**src/design/rgb_consts.svh**
```systemverilog
// Offsets, reset values and widths of the shared and per-module intensity registers.
`ifndef RGB_CONSTS_SVH
`define RGB_CONSTS_SVH

`define RGB_ADDR_W        8
`define RGB_DATA_W        8
`define RGB_LEVEL_W       12
`define RGB_MODULES       6
`define RGB_COLOURS       3

`define RGB_OFS_GRP_INT   8'h04
`define RGB_OFS_GRP_MIX0  8'h05
`define RGB_OFS_GRP_MIX1  8'h06
`define RGB_OFS_GRP_MIX2  8'h07
`define RGB_OFS_MOD0      8'h08
`define RGB_OFS_MOD1      8'h09
`define RGB_OFS_MOD2      8'h0A
`define RGB_OFS_MOD3      8'h0B
`define RGB_OFS_MOD4      8'h0C
`define RGB_OFS_MOD5      8'h0D

`define RGB_RST_INT       8'hFF
`define RGB_RST_MIX       8'h00
`define RGB_RD_UNMAPPED   8'h00

`endif

```
**src/design/rgb_pkg.sv**
```systemverilog
// Types shared by the intensity register bank.
`include "rgb_consts.svh"

package rgb_pkg;

  typedef logic [`RGB_DATA_W-1:0]  rgb_byte_t;
  typedef logic [`RGB_LEVEL_W-1:0] rgb_level_t;

  // Whole state of the register bank, registered once per clock.
  typedef struct packed {
    logic [`RGB_DATA_W-1:0]                                 grp_int;
    logic [`RGB_COLOURS-1:0][`RGB_DATA_W-1:0]               grp_mix;
    logic [`RGB_MODULES-1:0][`RGB_DATA_W-1:0]               mod_int;
    logic [`RGB_DATA_W-1:0]                                 rdata;
    logic                                                   rvalid;
    logic [`RGB_MODULES-1:0][`RGB_LEVEL_W-1:0]              level;
    logic [`RGB_MODULES-1:0][`RGB_COLOURS-1:0][`RGB_DATA_W-1:0] colour;
  } rgb_state_s;

endpackage

```
**src/design/rgb_curve.sv**
```systemverilog
// Dimming curve: maps an 8-bit intensity code to a 12-bit output level.
`timescale 1ns/1ps
`include "rgb_consts.svh"

module rgb_curve
(
  // Code and curve choice.
  input  wire logic [`RGB_DATA_W-1:0]  code_i,
  input  wire logic                    log_i,
  // Scaled level.
  output logic      [`RGB_LEVEL_W-1:0] level_o
);

  logic [15:0] square;

  // The square curve stands in for the logarithmic law; the added 2*code term lifts FFh to
  // exactly FFFh so both curves agree at the end points.
  assign square = 16'(code_i) * 16'(code_i) + {7'h00, code_i, 1'b0};

  // Linear replicates the top nibble so 00h, 80h and FFh land on 0, half and full scale.
  assign level_o = log_i ? square[15:4] : {code_i, code_i[7:4]};

endmodule

```
**src/design/rgb_bank_regs.sv**
```systemverilog
// Shared group and per-module intensity and colour-mix register bank.
`timescale 1ns/1ps
`include "rgb_consts.svh"

// Operation
// - Group intensity register at 04h, read/write, resets to FFh.
// - Intensity code scales output: 00h none, 80h half, FFh full; the log curve gives 410h at 80h.
// - First-colour group mix register at 05h, read/write, resets to 00h.
// - Second-colour group mix register at 06h, read/write, resets to 00h.
// - Third-colour group mix register at 07h, read/write, resets to 00h.
// - Colour mix code sets percentage: 00h zero, 80h half, FFh full.
// - Module 0 intensity register at 08h, read/write, resets to FFh.
// - Module 1 intensity register at 09h, read/write, resets to FFh.
// - Module 2 intensity register at 0Ah, read/write, resets to FFh.
// - Module 3 intensity register at 0Bh, read/write, resets to FFh.
// - Module 4 intensity register at 0Ch, read/write, resets to FFh.
// - Module 5 intensity register at 0Dh, read/write, resets to FFh.
// - Group-select bit set uses group registers; clear uses module's own.
// - Curve select one gives logarithmic dimming, zero gives linear.
module rgb_bank_regs
(
  // Clock and reset.
  input  wire logic                                          clk_i,
  input  wire logic                                          reset_i,
  // Register port from the serial bus decoder.
  input  wire logic                                          wr_en_i,
  input  wire logic                                          rd_en_i,
  input  wire logic [`RGB_ADDR_W-1:0]                        addr_i,
  input  wire logic [`RGB_DATA_W-1:0]                        wdata_i,
  output logic      [`RGB_DATA_W-1:0]                        rdata_o,
  output logic                                               rvalid_o,
  // Mode controls held elsewhere in the device.
  input  wire logic [`RGB_MODULES-1:0]                       module_group_select_i,
  input  wire logic                                          log_curve_i,
  input  wire logic [`RGB_MODULES*`RGB_COLOURS*`RGB_DATA_W-1:0] module_colour_i,
  // Per-module values toward the PWM engine.
  output logic      [`RGB_MODULES*`RGB_LEVEL_W-1:0]          module_level_o,
  output logic      [`RGB_MODULES*`RGB_COLOURS*`RGB_DATA_W-1:0] module_colour_o
);

  rgb_pkg::rgb_state_s r;
  rgb_pkg::rgb_state_s next_r;
  rgb_pkg::rgb_byte_t  src_int [`RGB_MODULES];
  rgb_pkg::rgb_level_t curve_level [`RGB_MODULES];

  ////////////////////////////////////////////////////////////////////////////////
  // Source selection and dimming curve per module.

  // Intensity source follows the group-select bit of each module.
  for (genvar m = 0; m < `RGB_MODULES; m++)
  begin : g_mod
    assign src_int[m] = module_group_select_i[m] ? r.grp_int : r.mod_int[m];

    rgb_curve u_curve
    (
      .code_i  (src_int[m]),
      .log_i   (log_curve_i),
      .level_o (curve_level[m])
    );
  end

  ////////////////////////////////////////////////////////////////////////////////
  // Next-state logic: register writes, reads and output staging.

  always_comb
  begin
    next_r        = r;
    next_r.rvalid = 1'b0;
    if (wr_en_i && addr_i == `RGB_OFS_GRP_INT)
      next_r.grp_int = wdata_i;
    if (wr_en_i && addr_i == `RGB_OFS_GRP_MIX0)
      next_r.grp_mix[0] = wdata_i;
    if (wr_en_i && addr_i == `RGB_OFS_GRP_MIX1)
      next_r.grp_mix[1] = wdata_i;
    if (wr_en_i && addr_i == `RGB_OFS_GRP_MIX2)
      next_r.grp_mix[2] = wdata_i;
    for (int m = 0; m < `RGB_MODULES; m++)
    begin
      if (wr_en_i && addr_i == `RGB_OFS_MOD0 + 8'(m))
        next_r.mod_int[m] = wdata_i;
    end
    if (rd_en_i)
    begin
      next_r.rvalid = 1'b1;
      unique case (addr_i)
        `RGB_OFS_GRP_INT:  next_r.rdata = r.grp_int;
        `RGB_OFS_GRP_MIX0: next_r.rdata = r.grp_mix[0];
        `RGB_OFS_GRP_MIX1: next_r.rdata = r.grp_mix[1];
        `RGB_OFS_GRP_MIX2: next_r.rdata = r.grp_mix[2];
        `RGB_OFS_MOD0:     next_r.rdata = r.mod_int[0];
        `RGB_OFS_MOD1:     next_r.rdata = r.mod_int[1];
        `RGB_OFS_MOD2:     next_r.rdata = r.mod_int[2];
        `RGB_OFS_MOD3:     next_r.rdata = r.mod_int[3];
        `RGB_OFS_MOD4:     next_r.rdata = r.mod_int[4];
        `RGB_OFS_MOD5:     next_r.rdata = r.mod_int[5];
        default:           next_r.rdata = `RGB_RD_UNMAPPED;
      endcase
    end
    // Outputs are staged from the current registers, so they trail a write by one clock.
    for (int m = 0; m < `RGB_MODULES; m++)
    begin
      next_r.level[m] = curve_level[m];
      for (int c = 0; c < `RGB_COLOURS; c++)
      begin
        next_r.colour[m][c] = module_group_select_i[m] ? r.grp_mix[c] :
          module_colour_i[(m*`RGB_COLOURS+c)*`RGB_DATA_W +: `RGB_DATA_W];
      end
    end
  end

  ////////////////////////////////////////////////////////////////////////////////
  // State register with synchronous reset.

  always_ff @(posedge clk_i)
  begin
    if (reset_i)
    begin
      r         <= '0;
      r.grp_int <= `RGB_RST_INT;
      r.grp_mix <= {`RGB_COLOURS{`RGB_RST_MIX}};
      r.mod_int <= {`RGB_MODULES{`RGB_RST_INT}};
      r.rdata   <= `RGB_RD_UNMAPPED;
    end
    else
    begin
      r <= next_r;
    end
  end

  // Every output is a flip-flop of the state struct.
  assign rdata_o         = r.rdata;
  assign rvalid_o        = r.rvalid;
  assign module_level_o  = r.level;
  assign module_colour_o = r.colour;
endmodule

```
**config.mk**
```make
export PLATFORM = sky130hd
export DESIGN_NAME = rgb_bank_regs
export DESIGN_NICKNAME = d
export VERILOG_FILES = /design/src/design/rgb_pkg.sv /design/src/design/rgb_curve.sv /design/src/design/rgb_bank_regs.sv
export VERILOG_INCLUDE_DIRS = /design/src /design/src/design
export SDC_FILE = /design/constraint.sdc
export NUM_CORES = 1
export LEC_CHECK = 0
export BUFFER_PORTS_ARGS = -buffer_cell sky130_fd_sc_hd__buf_2
export CORE_MARGIN = 2
export CORE_UTILIZATION = 50
export DETAILED_ROUTE_END_ITERATION = 10
export PLACE_DENSITY_LB_ADDON = 0.2
export REMOVE_ABC_BUFFERS = 1
export SLEW_MARGIN = 15
export SYNTH_ARGS = -nofsm -noshare
export SYNTH_HDL_FRONTEND = slang
export SYNTH_SLANG_ARGS = --single-unit
```
**constraint.sdc**
```tcl
create_clock -name clk_i -period 7.93 [get_ports clk_i]
set_input_delay 0 -clock clk_i [delete_from_list [all_inputs] [get_ports clk_i]]
set_output_delay 0 -clock clk_i [all_outputs]
set_load 0.05 [all_outputs]
```
==> results.sh, run 1 <==
export IMPL_grt_max_degree=95
export IMPL_critical_path_peak_fanout=8
export IMPL_grt_pass1_vias=20700
export IMPL_fp_dieW_um=225.6
export IMPL_drive_gt1_share_pct=16.86
export IMPL_syn_to_final_growth_pct=13.78
export IMPL_fin_ws_ps=2445
export IMPL_dr_pass1_iters=5
export IMPL_hold_viol_final=0
export IMPL_io_buffers=395
export IMPL_drc=0
export IMPL_yosys_warnings=0
export IMPL_setup_worst_path_end_class="flop"
export IMPL_multi_input_area_sq_um=14710
export IMPL_clock_fmax_mhz=182.3
export IMPL_io_pins=396
export IMPL_fin_nets=3568
export IMPL_arrival_ps=5930
export IMPL_relSlewSlack_pct=16.88
export IMPL_ff2ff_setup_slack_ps=2450
export IMPL_hp_class="in -> reg"
export IMPL_first_iter_violations=1612
export IMPL_whs_ps=41.05
export IMPL_wl_per_cell_um=20.94
export IMPL_place_ws_ps=2098
export IMPL_synth_cell_types=80
export IMPL_core_area_sq_um=48750
export IMPL_clkPwrFrac_pct=38.6
export IMPL_fin_skew_ps=14.86
export IMPL_synth_edf_count=0
export IMPL_cts_tree="yes"
export IMPL_cts_sinks=305
export IMPL_netlist_instances=2789
export IMPL_initial_core_util_pct=50.39
export IMPL_ys_ff_latch=305
export IMPL_switching_share_pct=31.93
export IMPL_cts_resized=0
export IMPL_rsz0062_at_grt="no"
export IMPL_drv_slew=0
export IMPL_avgSynthCellArea_sq_um=8.807
export IMPL_p_sw_mw=1.325
export IMPL_seqCellArea_sq_um=6106
export IMPL_status="finished clean"
export IMPL_netlist_area_sq_um=24560
export IMPL_dpl_hpwl_mm=56.09
export IMPL_path_clk_slew_ps=70
export IMPL_overflow=0
export IMPL_comb_power_share_pct=22.2
export IMPL_grt_antenna_before_repair=13
export IMPL_worstMarginPinSlew_ps=1247
export IMPL_cap_violations=0
export IMPL_synth_seq_area_share_pct=24.86
export IMPL_p_seq_share_pct=39.2
export IMPL_crit_required_ps=8370
export IMPL_fin_tns_setup_ps=0
export IMPL_setup_viol=0
export IMPL_vias=20360
export IMPL_power_mw=4.151
export IMPL_post_place_cells=3500
export IMPL_post_route_min_period_ps=5485
export IMPL_n_fill_cell=4298
export IMPL_clk_latency_ps=560
export IMPL_leakage_nw=14.22
export IMPL_clk_path_buf_depth=3
export IMPL_powerDensity_nw_per_um2=148.5
export IMPL_root_buffer="clkbuf_16"
export IMPL_row_count=81
export IMPL_die_y_um=225.6
export IMPL_ant_nets=0
export IMPL_drt_wl_total_mm=78.07
export IMPL_htreeDepth=2
export IMPL_grtUsageTotal_pct=30.64
export IMPL_fin_crit_sh_pct=69.16
export IMPL_critical_path_class="reg -> reg"
export IMPL_intPower_mw=2.826
export IMPL_instances_no_fill=3728
export IMPL_worst_ir_drop_vdd_v=0.0001221
export IMPL_ys_flop_type="dfxtp_1"
export IMPL_die_area_sq_um=50910
export IMPL_place_gp_congestion=0.9325
export IMPL_cts_buffers=36
export IMPL_vias_per_cell=5.461
export IMPL_critPathLaunchType="flop"
export IMPL_grt_pass1_wl_mm=119.6
export IMPL_async_flop_share_pct=0
## critical path, stage by stage (launching register included)
cell and delay (ps):
dfxtp_1 700, mux2i_1 440, inv_1 310, ha_1 220, inv_1 70, fa_1 430
fa_1 560, inv_1 40, ha_1 260, inv_1 40, fa_1 440, inv_1 80
ha_1 190, inv_1 70, fa_1 450, nor2b_1 130, o21ai_0 110, o211ai_1 410
a21oi_1 110, o311ai_0 310
## sequential cells by signal, indices dropped and copies added, names as in the netlist
name             flops
module_colour_o    144
module_level_o      72
rdata_o              8
r                   80
rvalid_o             1
## stage by stage
stage                     instance area [sq um]  util (%)
after floorplan                           22280         -
after global placement                    25240     51.78
after detailed placement                  25240     51.78
after CTS                                 27920     57.28
after global routing                      27940     57.32
final                                     27950     57.33
## cell usage after synthesis (7+ instances only)
master      n  area, sq um
dfxtp_1   305         6106
nor2_1    369         1385
xnor2_1    48        420.4
clkbuf_1  100        375.4
xor2_1      9        78.83
o311ai_0    7        61.31
mux2_2     18        202.7
a21boi_0   10        75.07
mux2i_1   254         2542
inv_1     386         1449
and3_1     10        62.56
o21ai_0    47        235.2
or2_2       8        50.05
nand2_1   178        668.1
nor3b_1    10        75.07
and2_1      8        50.05
nand2b_1   14        87.58
a21oi_1    55        275.3
nand4_1     8        50.05
o31ai_1    11        82.58
nand3_1    37        185.2
ha_1      174         2177
a211oi_1   34        255.2
o221ai_1   12        105.1
buf_2      27        135.1
nor2b_1     7        43.79
nor3_1     16        80.08
a21o_1     34        255.2
o21a_1     12        90.09
buf_4     227         1704
fa_1      192         3844
a31oi_1    16        100.1
buf_1      10        37.54
nand3b_1   14        105.1
a22oi_1    13        97.59
## cell families (layout without fill, tap and decap cells)
family	count (synthesis)	count (layout)	share of synthesized area [%]
AOI/OAI and AO/OA	331	331	9.684
xor gates and xnor gates	57	57	2.033
adders and majority gates	366	366	24.51
buffers and inverters	758	1023	15.27
DFF	305	305	24.86
muxes	272	272	11.18
other	0	10	0
and+or+nand+nor	700	700	12.47
## final timing paths
check                                          from                            end  cells past startpoint
worst max register to register  r[299]$_SDFFE_PP1P_  module_level_o[10]$_SDFF_PP0_                     19
worst max-delay path            r[299]$_SDFFE_PP1P_  module_level_o[10]$_SDFF_PP0_                     19
worst min-delay path                    log_curve_i  module_level_o[62]$_SDFF_PP0_                      3
worst min register to register  r[252]$_SDFFE_PP1P_            r[252]$_SDFFE_PP1P_                      2
## final cells by class
cell class / count / share of cell area, %
Multi-Input combinational cell: 1726 / 52.62
Sequential cell: 305 / 21.85
Timing Repair Buffer: 571 / 13.25
Inverter: 391 / 5.256
Clock buffer: 47 / 3.515
Tap cell: 664 / 2.973
Clock inverter: 14 / 0.4522
Antenna cell: 10 / 0.08954
## repair_timing
item / in CTS / in global routing
setup endpoints to repair: 0 / 0
buffers inserted: 0 / 0
hold buffers: 157 / 0
endpoints found under the hold margin: 231 / 0
## power groups by stage
stage | Combinational [mW] | Sequential (mW) | Clock (mW)
after floorplan | 0.310 | 1.91 | 0
after global placement | 0.832 | 1.66 | 0
after detailed placement | 0.839 | 1.66 | 0
after CTS | 0.909 | 1.63 | 1.62
after global routing | 0.979 | 1.63 | 1.69
final | 0.921 | 1.63 | 1.60
## layer usage
layer / vias up / global-route usage, % / share of wire, %
met4: 4 / 20.06 / 6.9
met5: - / 0 / 0.035
met3: 230 / 5.764 / 6.9
met1: 9948 / 38.00 / 40
met2: 828 / 48.89 / 46
li1: 9349 / - / -
## placed cells by master, fill, tap and decap left out, types with 9 or more instances in the layout
cell type,instances
buf_2,393
inv_1,385
nor2_1,369
dfxtp_1,305
mux2i_1,254
fa_1,192
nand2_1,178
ha_1,174
dlygate4sd3_1,157
a21oi_1,55
xnor2_1,48
o21ai_0,47
nand3_1,37
clkbuf_16,36
a21o_1,34
a211oi_1,34
buf_4,20
mux2_2,18
nor3_1,16
a31oi_1,16
nand2b_1,14
nand3b_1,14
a22oi_1,13
o221ai_1,12
o21a_1,12
o31ai_1,11
diode_2,10
and3_1,10
a21boi_0,10
nor3b_1,10
xor2_1,9
No activity file was read; power rests on OpenSTA's default activity.
==> inputs of run 2 (changes only) <==
==> constraint.sdc (replaced) <==
create_clock -name clk_i -period 4.6 [get_ports clk_i]
set_input_delay 0 -clock clk_i [delete_from_list [all_inputs] [get_ports clk_i]]
set_output_delay 0 -clock clk_i [all_outputs]
set_load 0.05 [all_outputs]
==> run 2 against run 1 <==
Compared with the run above: critical path depth is 2 lower; final cell count is 7.3% higher; routed wire length is 3.9% higher; total power is 78% higher; design area is 11% higher; clock skew is 5.5 ps higher; register-to-register slack worse by 2400 ps.
==> results.sh, run 2 (synthesis gave the netlist of run 1 again) <==
export IMPL_critical_path_class="reg -> reg"
export IMPL_arrival_ps=4960
export IMPL_die_y_um=225.6
export IMPL_clock_fmax_mhz=220.6
export IMPL_critical_path_peak_fanout=4
export IMPL_slowest_stage="fa_1"
export IMPL_seqCellArea_sq_um=6137
export IMPL_drc=0
export IMPL_fin_tns_setup_ps=0
export IMPL_reg2reg_depth=17
export IMPL_hold_viol_final=0
export IMPL_worstMarginPinSlew_ps=1112
export IMPL_core_area_sq_um=48750
export IMPL_critPathLaunchType="flop"
export IMPL_multi_input_area_sq_um=15680
export IMPL_fin_ws_ps=67.07
export IMPL_place_gp_congestion=0.9294
export IMPL_timing_rr_end="module_level_o[34]$_SDFF_PP0_"
export IMPL_path_clk_slew_ps=60
export IMPL_ant_nets=0
export IMPL_fp_dieW_um=225.6
export IMPL_worst_ir_drop_vdd_v=0.0002277
export IMPL_hold_path_depth=4
export IMPL_grt_pass1_wl_mm=122.5
export IMPL_htreeDepth=2
export IMPL_crit_required_ps=5030
export IMPL_setup_viol=0
export IMPL_wl_per_cell_um=20.27
export IMPL_cap_violations=0
export IMPL_leakage_nw=15.70
export IMPL_initial_core_util_pct=50.39
export IMPL_post_route_min_period_ps=4533
export IMPL_ff2ff_setup_slack_ps=70
export IMPL_design_area_sq_um=31120
export IMPL_drt_wl_total_mm=81.11
export IMPL_first_iter_violations=1427
export IMPL_overflow=0
export IMPL_place_ws_ps=-233.7
export IMPL_status="finished clean"
export IMPL_hold_path_end="rdata_o[3]$_SDFFE_PP0P_"
export IMPL_critPathBufInv=6
export IMPL_io_pins=396
export IMPL_syn_to_final_growth_pct=26.70
export IMPL_path_cells="buf_6, mux2_4, clkinvlp_4, nor2_4, buf_4, buf_4, fa_1, fa_1, fa_1, inv_1, fa_1, inv_1, ha_4, a21o_1, o21a_1, o311a_1, a221o_1"
export IMPL_final_cell_mix="393 x buf_2, 358 x inv_1, 347 x nor2_1, 294 x dfxtp_1, 279 x buf_4"
export IMPL_root_buffer="clkbuf_16"
export IMPL_io_buffers=395
export IMPL_row_count=81
export IMPL_clk_path_buf_depth=3
export IMPL_critPathMostFrequentCell="fa_1"
export IMPL_vias_per_cell=5.364
export IMPL_cts_sinks=305
export IMPL_clk_latency_ps=560
export IMPL_rsz0062_at_grt="yes"
export IMPL_grtUsageTotal_pct=31.16
export IMPL_cts_buffers=36
export IMPL_grt_antenna_before_repair=11
export IMPL_n_fill_cell=3968
export IMPL_powerDensity_nw_per_um2=237.0
export IMPL_drv_slew=0
export IMPL_fin_crit_sh_pct=98.54
export IMPL_final_common_cell="buf_2"
export IMPL_cts_tree="yes"
export IMPL_rr_startpoint="r[303]$_SDFFE_PP1P_"
export IMPL_hp_class="in -> reg"
export IMPL_grt_pass1_vias=21740
export IMPL_setup_worst_path_end_class="flop"
export IMPL_worstHoldStart="addr_i[1]"
export IMPL_largest_reg_flops=144
export IMPL_whs_ps=63.73
export IMPL_final_util_pct=63.84
export IMPL_critPathTopFamily="adder cells"
export IMPL_die_area_sq_um=50910
export IMPL_dr_pass1_iters=5
export IMPL_fin_skew_ps=20.39
export IMPL_dpl_cell_area_sq_um=27140
export IMPL_relSlewSlack_pct=25.89
export IMPL_drive_gt1_share_pct=29.22
export IMPL_grt_max_degree=144
export IMPL_max_stage_delay_ps=500
export IMPL_fin_nets=3838
export IMPL_dpl_hpwl_mm=58.96
export IMPL_vias=21470
run 2: cell types whose count changed in the layout (fill, tap and decap cells not counted), moves of 21 or more:
cell / previous run / this run
inv_2: 0 / 21
inv_1: 385 / 358
ha_1: 174 / 148
nor2_1: 369 / 347
buf_4: 20 / 279
mux2i_1: 254 / 229
run 2: per-layer routing:
layer / GRT usage (%) / up-vias / routed length [um]
met5: 0 / - / 0
met2: 52.06 / 895 / 38400
li1: - / 9876 / -
met3: 5.582 / 215 / 5948
met4: 16.49 / 0 / 4750
met1: 38.38 / 10480 / 32020
run 2: how the worst max path moves through the flow:
| stage | endpoint | cells past startpoint | from | slack (ps) |
|---|---|---|---|---|
| floorplan | module_level_o[69]$_SDFF_PP0_ | 14 | r[302]$_SDFFE_PP1P_ | 10 |
| detailed placement | module_level_o[70]$_SDFF_PP0_ | 21 | r[299]$_SDFFE_PP1P_ | -230 |
| CTS | module_level_o[34]$_SDFF_PP0_ | 20 | r[298]$_SDFFE_PP1P_ | -20 |
| global route | module_level_o[34]$_SDFF_PP0_ | 21 | r[299]$_SDFFE_PP1P_ | -70 |
| finish | module_level_o[34]$_SDFF_PP0_ | 17 | r[303]$_SDFFE_PP1P_ | 70 |
| global placement | module_level_o[11]$_SDFF_PP0_ | 17 | r[302]$_SDFFE_PP1P_ | -180 |
run 2: report_power, final:
part	switching (mW)	internal [mW]	total [mW]
Combinational	1.11	0.651	1.76
Clock	1.19	1.62	2.82
Sequential	0.0380	2.76	2.80
run 2: repair_timing:
| action | in CTS | in global routing |
|---|---|---|
| hold buffers | 156 | 0 |
| pin swaps | 7 | 54 |
| resized for setup | 44 | 231 |
| cloned | 0 | 0 |
| buffers inserted | 2 | 21 |
| endpoints found under the hold margin | 245 | 0 |
| setup endpoints to repair | 35 | 45 |
run 2: worst register-to-register path, cell delays in order, from the launching register on:
cell and delay [ps]:
dfxtp_4 360, buf_6 130, mux2_4 280, clkinvlp_4 160, nor2_4 60, buf_4 130, buf_4 130, fa_1 400
fa_1 490, fa_1 500, inv_1 60, fa_1 470, inv_1 60, ha_4 240, a21o_1 190, o21a_1 220
o311a_1 300, a221o_1 250
run 2: per-stage QoR:
stage	power [mW]	std cells
finish	7.375	4002
global route	7.641	4001
CTS	7.314	3971
detailed placement	4.376	3749
global placement	4.362	3749
floorplan	3.819	2422
run 2: layout make-up:
type,count,share of cell area [%]
multi-input combinational,1726,50.40
sequential,305,19.72
timing repair buffer,841,18.63
inverter,391,4.816
clock buffer,52,3.313
tap,664,2.670
clock inverter,12,0.3659
antenna,11,0.08845
